$ cat src/core/wake_pkg.sv
package wake_pkg;

  // ---------------------------------------------------------------
  // Register offsets
  // ---------------------------------------------------------------
  localparam logic [7:0] OFS_MASTER_EN = 8'h02;
  localparam logic [7:0] OFS_STS_A     = 8'h05;
  localparam logic [7:0] OFS_STS_B     = 8'h06;
  localparam logic [7:0] OFS_STS_C     = 8'h07;
  localparam logic [7:0] OFS_EN_A      = 8'h09;
  localparam logic [7:0] OFS_EN_B      = 8'h0A;
  localparam logic [7:0] OFS_EN_C      = 8'h0B;

  // ---------------------------------------------------------------
  // Reset values and implemented bits
  // ---------------------------------------------------------------
  localparam logic [7:0] RESET_VALUE    = 8'h00;
  localparam logic [7:0] MASK_A         = 8'h7F;
  localparam logic [7:0] MASK_B         = 8'hFF;
  localparam logic [7:0] MASK_C         = 8'h7C;
  localparam logic [7:0] MASK_EN_C      = 8'h7D;
  localparam logic [7:0] MASTER_EN_MASK = 8'h01;
  localparam int         MASTER_EN_BIT  = 0;
  localparam int         LOW_BATTERY_FLAG_BIT    = 0;

  // ---------------------------------------------------------------
  // Low-battery capture after standby reset release
  // ---------------------------------------------------------------
  localparam logic [1:0] INIT_CAPTURE = 2'h2;
  localparam logic [1:0] INIT_DONE    = 2'h3;

  // ---------------------------------------------------------------
  // Rising edge of a synchronised group
  // ---------------------------------------------------------------
  function automatic logic [7:0] rising(input logic [7:0] cur, input logic [7:0] prev);
    rising = cur & ~prev;
  endfunction : rising

endpackage : wake_pkg

$ cat src/core/status_if.sv
`timescale 1ns/10ps
`default_nettype none
interface status_if;
  logic [7:0] set_bits;
  logic [7:0] clr_bits;
  logic [7:0] value;

  modport owner (input set_bits, input clr_bits, output value);
  modport user  (output set_bits, output clr_bits, input value);
endinterface : status_if
`default_nettype wire

$ cat src/core/wake_status_reg.sv
`timescale 1ns/10ps
`default_nettype none
module wake_status_reg
  import wake_pkg::*;
#(
  parameter logic [7:0] MASK = 8'hFF
) (
  input  wire logic    clk,
  input  wire logic    rst_n,
  status_if.owner      sif
);

  logic [7:0] sts_q;
  logic [7:0] sts_d;

  // ---------------------------------------------------------------
  // Write-one-to-clear with set winning
  // ---------------------------------------------------------------
  always_comb begin
    sts_d = ((sts_q & ~sif.clr_bits) | sif.set_bits) & MASK; // RL3 RL1
  end

  always_ff @(posedge clk or negedge rst_n) begin
    if (!rst_n) begin
      sts_q <= RESET_VALUE; // RL4
    end else begin
      sts_q <= sts_d;
    end
  end

  assign sif.value = sts_q;

  // ---------------------------------------------------------------
  // Checks
  // ---------------------------------------------------------------
  property p_set_wins;
    @(posedge clk) disable iff (!rst_n)
    ((sif.set_bits & MASK) != 8'h00) |=>
      ((sts_q & $past(sif.set_bits) & MASK) == ($past(sif.set_bits) & MASK));
  endproperty
  a_set_wins: assert property (p_set_wins) else $error("status set lost"); // RL1

  property p_zero_write;
    @(posedge clk) disable iff (!rst_n)
    (sif.set_bits == 8'h00 && sif.clr_bits == 8'h00) |=> $stable(sts_q);
  endproperty
  a_zero_write: assert property (p_zero_write) else $error("status changed unasked"); // RL3

endmodule : wake_status_reg
`default_nettype wire

$ cat src/core/wake_event_status_bank.sv
// Notes on behaviour
// RL1 - Status bits set on any source event, ignoring individual and master enables.
// RL2 - An enabled set status bit asserts the wake output.
// RL3 - Writing one clears a status bit; writing zero leaves it alone.
// RL4 - Status registers reset to zero only on standby power-on reset.
// RL5 - Group A: watchdog, pins 21, 22, grouped status, 27, 32, 33; bit 7 reserved.
// RL6 - Group B bit n holds wake status of pin fifty plus n.
// RL7 - Group C: low battery, reserved, pins 60, 61, mouse, key, power button.
// RL8 - Low battery set at standby reset on replacement or drop below 1.2V.
// RL9 - Low battery set at main reset if battery fell below 2.4 volts.
// RL10 - Group C reads 0x01 after standby reset with battery-only low event.
// RL11 - Low battery drives wake only when enabled; it is no wake event.
// RL12 - Master enable bit 0 at offset 02 gates all sources.
// RL13 - Wake needs status bit, matching enable bit and master enable.
// RL14 - Wake output is inverted OR of enabled status, gated by master.
`timescale 1ns/10ps
`default_nettype none
module wake_event_status_bank
  import wake_pkg::*;
(
  input  wire logic       clk,
  input  wire logic       rst_n,
  input  wire logic [7:0] reg_addr,
  input  wire logic       reg_wr,
  input  wire logic [7:0] reg_wdata,
  output logic      [7:0] reg_rdata,
  input  wire logic [7:0] wake_src_a,
  input  wire logic [7:0] wake_src_b,
  input  wire logic [7:0] wake_src_c,
  input  wire logic       battery_lost_vbat,
  input  wire logic       main_por_event,
  input  wire logic       battery_below_2v4,
  output logic            wake_out_n
);

  // ---------------------------------------------------------------
  // Pin synchronisers
  // ---------------------------------------------------------------
  logic [26:0] meta_q;
  logic [26:0] sync_q;
  logic [26:0] prev_q;
  logic [26:0] pins;

  assign pins = {battery_below_2v4, main_por_event, battery_lost_vbat,
                 wake_src_c, wake_src_b, wake_src_a};

  always_ff @(posedge clk or negedge rst_n) begin
    if (!rst_n) begin
      meta_q <= '0;
      sync_q <= '0;
      prev_q <= '0;
    end else begin
      meta_q <= pins;
      sync_q <= meta_q;
      prev_q <= sync_q;
    end
  end

  logic [7:0] rise_a;
  logic [7:0] rise_b;
  logic [7:0] rise_c;
  logic       main_por_rise;

  always_comb begin
    rise_a        = rising(sync_q[7:0], prev_q[7:0]) & MASK_A;     // RL1 RL5
    rise_b        = rising(sync_q[15:8], prev_q[15:8]) & MASK_B;   // RL1 RL6
    rise_c        = rising(sync_q[23:16], prev_q[23:16]) & MASK_C; // RL1 RL7 RL11
    main_por_rise = sync_q[25] & ~prev_q[25];
  end

  // ---------------------------------------------------------------
  // Low-battery capture
  // ---------------------------------------------------------------
  logic [1:0] init_q;
  logic [1:0] init_d;
  logic       low_battery_flag_set;

  always_comb begin
    init_d      = init_q;
    if (init_q != INIT_DONE) begin
      init_d = init_q + 2'h1;
    end
    low_battery_flag_set = ((init_q == INIT_CAPTURE) && sync_q[24]) // RL8 RL10
                | (main_por_rise && sync_q[26]);            // RL9
  end

  always_ff @(posedge clk or negedge rst_n) begin
    if (!rst_n) begin
      init_q <= 2'h0;
    end else begin
      init_q <= init_d;
    end
  end

  // ---------------------------------------------------------------
  // Status registers
  // ---------------------------------------------------------------
  status_if if_a ();
  status_if if_b ();
  status_if if_c ();

  logic wr_sts_a;
  logic wr_sts_b;
  logic wr_sts_c;

  always_comb begin
    wr_sts_a        = reg_wr && (reg_addr == OFS_STS_A);
    wr_sts_b        = reg_wr && (reg_addr == OFS_STS_B);
    wr_sts_c        = reg_wr && (reg_addr == OFS_STS_C);
    if_a.set_bits   = rise_a;
    if_b.set_bits   = rise_b;
    if_c.set_bits   = rise_c | {7'h00, low_battery_flag_set};
    if_a.clr_bits   = wr_sts_a ? reg_wdata : 8'h00; // RL3
    if_b.clr_bits   = wr_sts_b ? reg_wdata : 8'h00; // RL3
    if_c.clr_bits   = wr_sts_c ? reg_wdata : 8'h00; // RL3
  end

  wake_status_reg #(.MASK(MASK_A)) u_sts_a (.clk(clk), .rst_n(rst_n), .sif(if_a.owner));
  wake_status_reg #(.MASK(MASK_B)) u_sts_b (.clk(clk), .rst_n(rst_n), .sif(if_b.owner));
  wake_status_reg #(.MASK(MASK_C | 8'h01)) u_sts_c (.clk(clk), .rst_n(rst_n), .sif(if_c.owner));

  // ---------------------------------------------------------------
  // Enable registers
  // ---------------------------------------------------------------
  logic [7:0] master_q;
  logic [7:0] master_d;
  logic [7:0] en_a_q;
  logic [7:0] en_a_d;
  logic [7:0] en_b_q;
  logic [7:0] en_b_d;
  logic [7:0] en_c_q;
  logic [7:0] en_c_d;

  always_comb begin
    master_d = master_q;
    en_a_d   = en_a_q;
    en_b_d   = en_b_q;
    en_c_d   = en_c_q;
    if (reg_wr) begin
      unique case (reg_addr)
        OFS_MASTER_EN: master_d = reg_wdata & MASTER_EN_MASK; // RL12
        OFS_EN_A:      en_a_d   = reg_wdata & MASK_A;
        OFS_EN_B:      en_b_d   = reg_wdata & MASK_B;
        OFS_EN_C:      en_c_d   = reg_wdata & MASK_EN_C;      // RL11
        default: begin
        end
      endcase
    end
  end

  always_ff @(posedge clk or negedge rst_n) begin
    if (!rst_n) begin
      master_q <= RESET_VALUE;
      en_a_q   <= RESET_VALUE;
      en_b_q   <= RESET_VALUE;
      en_c_q   <= RESET_VALUE;
    end else begin
      master_q <= master_d;
      en_a_q   <= en_a_d;
      en_b_q   <= en_b_d;
      en_c_q   <= en_c_d;
    end
  end

  // ---------------------------------------------------------------
  // Wake output and read data
  // ---------------------------------------------------------------
  logic       pending;
  logic       wake_n_d;
  logic [7:0] rdata_d;

  always_comb begin
    pending  = |((if_a.value & en_a_q) | (if_b.value & en_b_q)
               | (if_c.value & en_c_q));                  // RL2 RL13 RL11
    wake_n_d = ~(master_q[MASTER_EN_BIT] & pending);      // RL12 RL14
    unique case (reg_addr)
      OFS_MASTER_EN: rdata_d = master_q;
      OFS_STS_A:     rdata_d = if_a.value;
      OFS_STS_B:     rdata_d = if_b.value;
      OFS_STS_C:     rdata_d = if_c.value;
      OFS_EN_A:      rdata_d = en_a_q;
      OFS_EN_B:      rdata_d = en_b_q;
      OFS_EN_C:      rdata_d = en_c_q;
      default:       rdata_d = 8'h00;
    endcase
  end

  always_ff @(posedge clk or negedge rst_n) begin
    if (!rst_n) begin
      wake_out_n <= 1'b1;
      reg_rdata  <= RESET_VALUE;
    end else begin
      wake_out_n <= wake_n_d;
      reg_rdata  <= rdata_d;
    end
  end

  // ---------------------------------------------------------------
  // Checks
  // ---------------------------------------------------------------
  property p_wake_on;
    @(posedge clk) disable iff (!rst_n)
    (master_q[MASTER_EN_BIT] && pending) |=> !wake_out_n;
  endproperty
  a_wake_on: assert property (p_wake_on) else $error("enabled status gave no wake"); // RL2

  property p_master_off;
    @(posedge clk) disable iff (!rst_n)
    !master_q[MASTER_EN_BIT] |=> wake_out_n;
  endproperty
  a_master_off: assert property (p_master_off) else $error("wake without master"); // RL12

  property p_wake_cause;
    @(posedge clk) disable iff (!rst_n)
    !wake_out_n |-> $past(pending) && $past(master_q[MASTER_EN_BIT]);
  endproperty
  a_wake_cause: assert property (p_wake_cause) else $error("wake without cause"); // RL14

  property p_low_battery_flag_gate;
    @(posedge clk) disable iff (!rst_n)
    (master_q[MASTER_EN_BIT] && if_c.value[LOW_BATTERY_FLAG_BIT] && !en_c_q[LOW_BATTERY_FLAG_BIT]
     && ((if_a.value & en_a_q) == 8'h00) && ((if_b.value & en_b_q) == 8'h00)
     && ((if_c.value & en_c_q) == 8'h00)) |=> wake_out_n;
  endproperty
  a_low_battery_flag_gate: assert property (p_low_battery_flag_gate) else $error("low battery woke"); // RL11

  property p_group_a_set;
    @(posedge clk) disable iff (!rst_n)
    (rise_a != 8'h00) ##1 (if_a.clr_bits == 8'h00) |->
      ((if_a.value & $past(rise_a)) == $past(rise_a))
      ##1 ((if_a.value & $past(rise_a, 2)) == $past(rise_a, 2));
  endproperty
  a_group_a_set: assert property (p_group_a_set) else $error("group A event lost"); // RL1

  property p_reserved;
    @(posedge clk) disable iff (!rst_n)
    !if_a.value[7] && !if_c.value[1] && !if_c.value[7];
  endproperty
  a_reserved: assert property (p_reserved) else $error("reserved bit set"); // RL5

  property p_low_battery_flag_vtr;
    @(posedge clk) disable iff (!rst_n)
    (init_q == INIT_CAPTURE && sync_q[24]) |=> if_c.value[LOW_BATTERY_FLAG_BIT];
  endproperty
  a_low_battery_flag_vtr: assert property (p_low_battery_flag_vtr) else $error("low battery missed"); // RL8

  property p_low_battery_flag_main;
    @(posedge clk) disable iff (!rst_n)
    (main_por_rise && sync_q[26]) |=> if_c.value[LOW_BATTERY_FLAG_BIT];
  endproperty
  a_low_battery_flag_main: assert property (p_low_battery_flag_main) else $error("main reset flag missed"); // RL9

  property p_group_b_set;
    @(posedge clk) disable iff (!rst_n)
    (rise_b != 8'h00) |=> ((if_b.value & $past(rise_b)) == $past(rise_b));
  endproperty
  a_group_b_set: assert property (p_group_b_set) else $error("group B event lost"); // RL6

endmodule : wake_event_status_bank
`default_nettype wire

$ cat config.mk
export PLATFORM = sky130hd
export DESIGN_NAME = wake_event_status_bank
export DESIGN_NICKNAME = d
export VERILOG_FILES = /design/src/core/wake_pkg.sv /design/src/core/status_if.sv /design/src/core/wake_status_reg.sv /design/src/core/wake_event_status_bank.sv
export SDC_FILE = /design/constraint.sdc
export NUM_CORES = 1
export LEC_CHECK = 0
export ABC_AREA = 1
export BUFFER_PORTS_ARGS = -buffer_cell sky130_fd_sc_hd__buf_2
export CAP_MARGIN = 0
export CORE_MARGIN = 1
export CORE_UTILIZATION = 45
export CTS_BUF_LIST = sky130_fd_sc_hd__clkbuf_4
export DETAILED_ROUTE_END_ITERATION = 10
export HOLD_SLACK_MARGIN = 0.02
export PLACE_DENSITY = 0.71
export SLEW_MARGIN = 0
export SYNTH_ARGS = -nofsm -noshare
export SYNTH_HDL_FRONTEND = slang
export SYNTH_HIERARCHICAL = 1
export SYNTH_SLANG_ARGS = --single-unit
$ cat constraint.sdc
create_clock -name clk -period 1 [get_ports clk]
set_input_delay 0.1 -clock clk [delete_from_list [all_inputs] [get_ports clk]]
set_output_delay 0.1 -clock clk [all_outputs]
set_load 0.01 [all_outputs]
After elaboration in Yosys (flattened, before gate mapping)
Index checks and enable logic that the tools add are counted.
W data, S select, Z words.
{"block": "word_totals", "ff_bits": 134, "latch_bits": 0, "ramBits": 0, "romBits": 0, "in_bits": 46, "output_inout_bits": 9, "elab_cells": 63, "n_memories": 0}
{"block": "op_classes", "n_addsub": 1, "n_mul": 0, "div_mod_pow": 0, "magnitude_cmp": 0, "n_eq_ne": 9, "shifts": 0, "n_mux": 4, "n_bitwise": 26, "reduce_logical": 10}
{"op": "$pmux W8 S7", "n": 1}
{"op": "$and A7 B7 Y7", "n": 6}
{"op": "$not A7 Y7", "n": 4}
{"op": "$and A8 B8 Y8", "n": 3}
{"op": "$eq A8 B3 Y1 const B", "n": 3}
{"op": "$eq A8 B4 Y1 const B", "n": 3}
{"op": "$not A8 Y8", "n": 2}
{"op": "$mux W7", "n": 2}
{"op": "$or A7 B7 Y7", "n": 2}
{"op": "$eq A8 B2 Y1 const B", "n": 1}
{"op": "$mux W8", "n": 1}
{"op": "$or A7 B8 Y8", "n": 1}
{"op": "$or A8 B7 Y8", "n": 1}
{"op": "$or A8 B8 Y8", "n": 1}
{"op": "$reduce_and A2 Y1", "n": 4}
{"op": "$reduce_or A8 Y1", "n": 1}
{"op": "$or A7 B1 Y7", "n": 1}
{"op": "$logic_and A1 B1 Y1", "n": 5}
{"op": "$add A2 B1 Y2 const B", "n": 1}
{"op": "$and A1 B1 Y1", "n": 2}
{"op": "$eq A2 B2 Y1 const B", "n": 1}
{"op": "$ne A2 B2 Y1 const B", "n": 1}
{"op": "$not A1 Y1", "n": 2}
{"op": "$or A1 B1 Y1", "n": 1}

Longest topological paths before layout
{"block": "depth", "depth_word": 6, "depth_mapped": 9, "depth_no_buf": 8}

Modules after synthesis
The synthesis kept the hierarchy.
{"mod": "wake_event_status_bank", "instances": 1, "cells_per_inst": 419, "area_each_um2": 3927.5, "seq_area_each_um2": 2503.7}
{"mod": "wake_status_reg at u_sts_b", "instances": 1, "cells_per_inst": 40, "area_each_um2": 320.3, "seq_area_each_um2": 200.2}
{"mod": "wake_status_reg at u_sts_a", "instances": 1, "cells_per_inst": 37, "area_each_um2": 291.5, "seq_area_each_um2": 175.2}
{"mod": "wake_status_reg at u_sts_c", "instances": 1, "cells_per_inst": 33, "area_each_um2": 259.0, "seq_area_each_um2": 150.1}

Worst setup path before layout
Ideal clock, no wire load.
{"block": "synth_path", "path_type": "input port to flip-flop", "startpoint": "in reg_addr[3]", "endpoint": "reg u_sts_a.sts_q[1] (netlist: u_sts_a/sif.value[1])", "setup_ns": 0.116, "arrival_ns": 0.931, "required_ns": 0.884, "path_slack_ns": -0.048, "stages": 8, "path_cell_list": "inv_1 -> nand2_1 -> nor2_2 -> nand3_2 -> nor2_1 -> inv_1 -> nand2_1 -> nand2_1"}
{"block": "synth_via", "elab_chain_len": 6}
{"item": "start: declaration", "line": "wake_event_status_bank.sv:23", "source": "input wire logic [7:0] reg_addr,"}
{"item": "$eq A8 B3 Y1", "line": "wake_event_status_bank.sv:107", "source": "wr_sts_a = reg_wr && (reg_addr == OFS_STS_A);"}
{"item": "$logic_and A1 B1 Y1", "line": "wake_event_status_bank.sv:107"}
{"item": "$mux W7", "line": "wake_event_status_bank.sv:113", "source": "if_a.clr_bits = wr_sts_a ? reg_wdata : 8'h00;"}
{"item": "net if_a.clr_bits[1]", "line": "status_if.sv:5", "source": "logic [7:0] clr_bits;"}
{"item": "$not A7 Y7", "line": "wake_status_reg.sv:20", "source": "sts_d = ((sts_q & ~sif.clr_bits) | sif.set_bits) & MASK;"}
{"item": "$and A7 B7 Y7", "line": "wake_status_reg.sv:20"}
{"item": "$or A7 B7 Y7", "line": "wake_status_reg.sv:20"}
{"item": "net u_sts_a.sts_d[1]", "line": "wake_status_reg.sv:14", "source": "logic [7:0] sts_d;"}
{"item": "end signal: assignment", "line": "wake_status_reg.sv:27", "source": "sts_q <= sts_d;"}
{"item": "end: declaration", "line": "wake_status_reg.sv:13", "source": "logic [7:0] sts_q;"}
The timed path passes the listed nets, and every way through them passes these cells.
A chain may end at the register's enable or synchronous reset.

Worst setup path in the final report
{"block": "layout_path", "startpoint": "reg wake_out_n", "endpoint": "out wake_out_n"}
{"item": "start: declaration", "line": "wake_event_status_bank.sv:33", "source": "output logic wake_out_n"}
{"item": "start signal: assignment", "line": "wake_event_status_bank.sv:193", "source": "wake_out_n <= wake_n_d;"}
No word-level cell between the ends.

==> impl_metrics.ini <==
[critical_path]
cp_cell_sequence = buf_6
critPathLaunchType = register
r2r_slack_ns = -0.05
reg2reg_from = en_a_q[6]
crit_type = reg -> out
crit_arrival_ns = 1.15
cp_num_buf_inv = 1
crit_slowest_cell = dfstp_2
rr_worst_depth = 5
critical_path.endpoint_type = output port
path_delay_family = flip-flops
cpPeakStageDelay_ns = 0.54
cp_max_fo = 1
r2r-end = wake_out_n
cp.required_ns = 0.90

[timing]
rsz0062_at_grt = true
slew_viol_final = 0
final.min_clock_period_ns = 1.251
fin_hold_ws_ns = 0.02607
timing.fmax_mhz = 799.7
hold_viol_final = 0
final.setup.worst_slack_ns = -0.2505
setup_viol = 12
fin_skew_ns = 0.01728
period_share_pct = 125.1

[clock_tree]
cts_tree = yes
h-tree-depth = 4
path_clk_slew_ns = 0.10
cts.sinks = 121
clockBufferDepth = 2
hold_buffers = 33
cts_made_buffers = 17
clk_latency_ns = 0.52
root_buffer = clkbuf_4

[run]
cap_violations = 0

[final_layout]
n_antenna_cell = 0
final_core_util_pct = 61.07
drive_above_1_share_pct = 24.23
final_cell_mix = nand2_1 (146), dfrtp_1 (120), inv_1 (92), nor2_1 (54), buf_2 (48)
final_common_cell = nand2_1
nets = 721
area_growth_pct = 31.81

[placement]
gp_congestion = 0.8624
preCtsSetupSlack_ns = -0.4628
port-buffer-count = 50
place_hpwl_um = 7102

[route]
wl_um = 10520
routedWlPerCell_um = 12.81
viasPerCell = 4.581
drtIter0Drc = 220
drc = 0
ant_nets = 0
vias = 3761
drt_first_pass_iters = 5

[run_status]
status = finished with violations
violations = negative setup slack

[global_routing]
grt_max_degree = 32
grt_pass1_wl_um = 17520
grt_antenna_before_repair = 0
grt_pass1_vias = 3724
grt-ovfl-total = 0
track_usage_pct = 21.43

[floorplanning]
start_util_pct = 46.33
num_rows = 37
coreArea_sq_um = 10320
ios = 55
die-area_sq_um = 11050
die_w_um = 105.1
chipHeight_um = 105.1

[min_path]
hold_path_class = in -> async

[logic_synthesis]
synthCells = 525
avgSynthCellArea_sq_um = 9.111
synthesis.area_sq_um = 4783
yosys_warnings = 6

[power]
p_per_area_nw_per_um2 = 1482
peakVddDrop_mv = 0.7551
p_leak_nw = 3.346
p_total_mw = 9.341
==> stage by stage <==
stage,setup TNS [ns],instance area [sq um],std cells
6_report,-1.213,6305,821
5_1_grt,-1.933,6305,821
4_1_cts,-1.621,6216,818
3_5_place_dp,-14.83,5545,749
3_3_place_gp,-12.19,5545,749
2_1_floorplan,-0.5959,4787,526
==> state kept, by name, summed over array words and instances (netlist names) <==
name	cells
sync_q	23
meta_q	23
prev_q	21
wake_out_n	1
master_q	1
init_q	2
u_sts_a/sif.value	7
u_sts_b/sif.value	8
en_b_q	8
reg_rdata	8
en_c_q	6
u_sts_c/sif.value	6
en_a_q	7
==> worst max-delay path by stage <==
stage	from	end	cells after the start
3_3_place_gp	reg_addr[4]	en_b_q[1]	7
5_1_grt	wake_out_n	wake_out_n	1
2_1_floorplan	reg_addr[0]	u_sts_b/sif.value[0]	8
3_5_place_dp	reg_addr[4]	en_b_q[6]	7
6_report	wake_out_n	wake_out_n	1
4_1_cts	wake_out_n	wake_out_n	1
==> power breakdown <==
part / switching [mW] / total, mW / leakage (nW) / internal [mW]
sequential: 0.0834 / 5.16 / 1.39 / 5.08
combinational: 0.391 / 0.712 / 1.79 / 0.321
clock: 1.70 / 3.46 / 0.157 / 1.76
==> what timing repair did <==
action / in CTS / in global routing
pin swaps: 7 / 15
resized for setup: 7 / 12
setup endpoints to repair: 12 / 18
setup buffers: 5 / 3
hold endpoints to repair: 187 / 11
==> cell type report <==
cell class | count | area (sq um)
clock buffers | 20 | 150.1
clock inverters | 11 | 130.1
fillers | 880 | 4019
inverters | 95 | 356.6
multi-input cells | 300 | 1385
flip-flops and latches | 121 | 3029
well taps | 136 | 170.2
repair buffers | 138 | 1084
==> per-layer routing <==
| layer | routed length [um] | track usage [%] | vias up | share of wire, % |
|---|---|---|---|---|
| met1 | 4515 | 25.87 | 1742 | 43 |
| met5 | 0 | 0 | - | 0 |
| li1 | - | - | 1866 | - |
| met3 | 672 | 6.488 | 25 | 6.4 |
| met2 | 5073 | 35.00 | 128 | 48 |
| met4 | 255 | 10.46 | 0 | 2.4 |
Power figures use the tool's default switching activity.
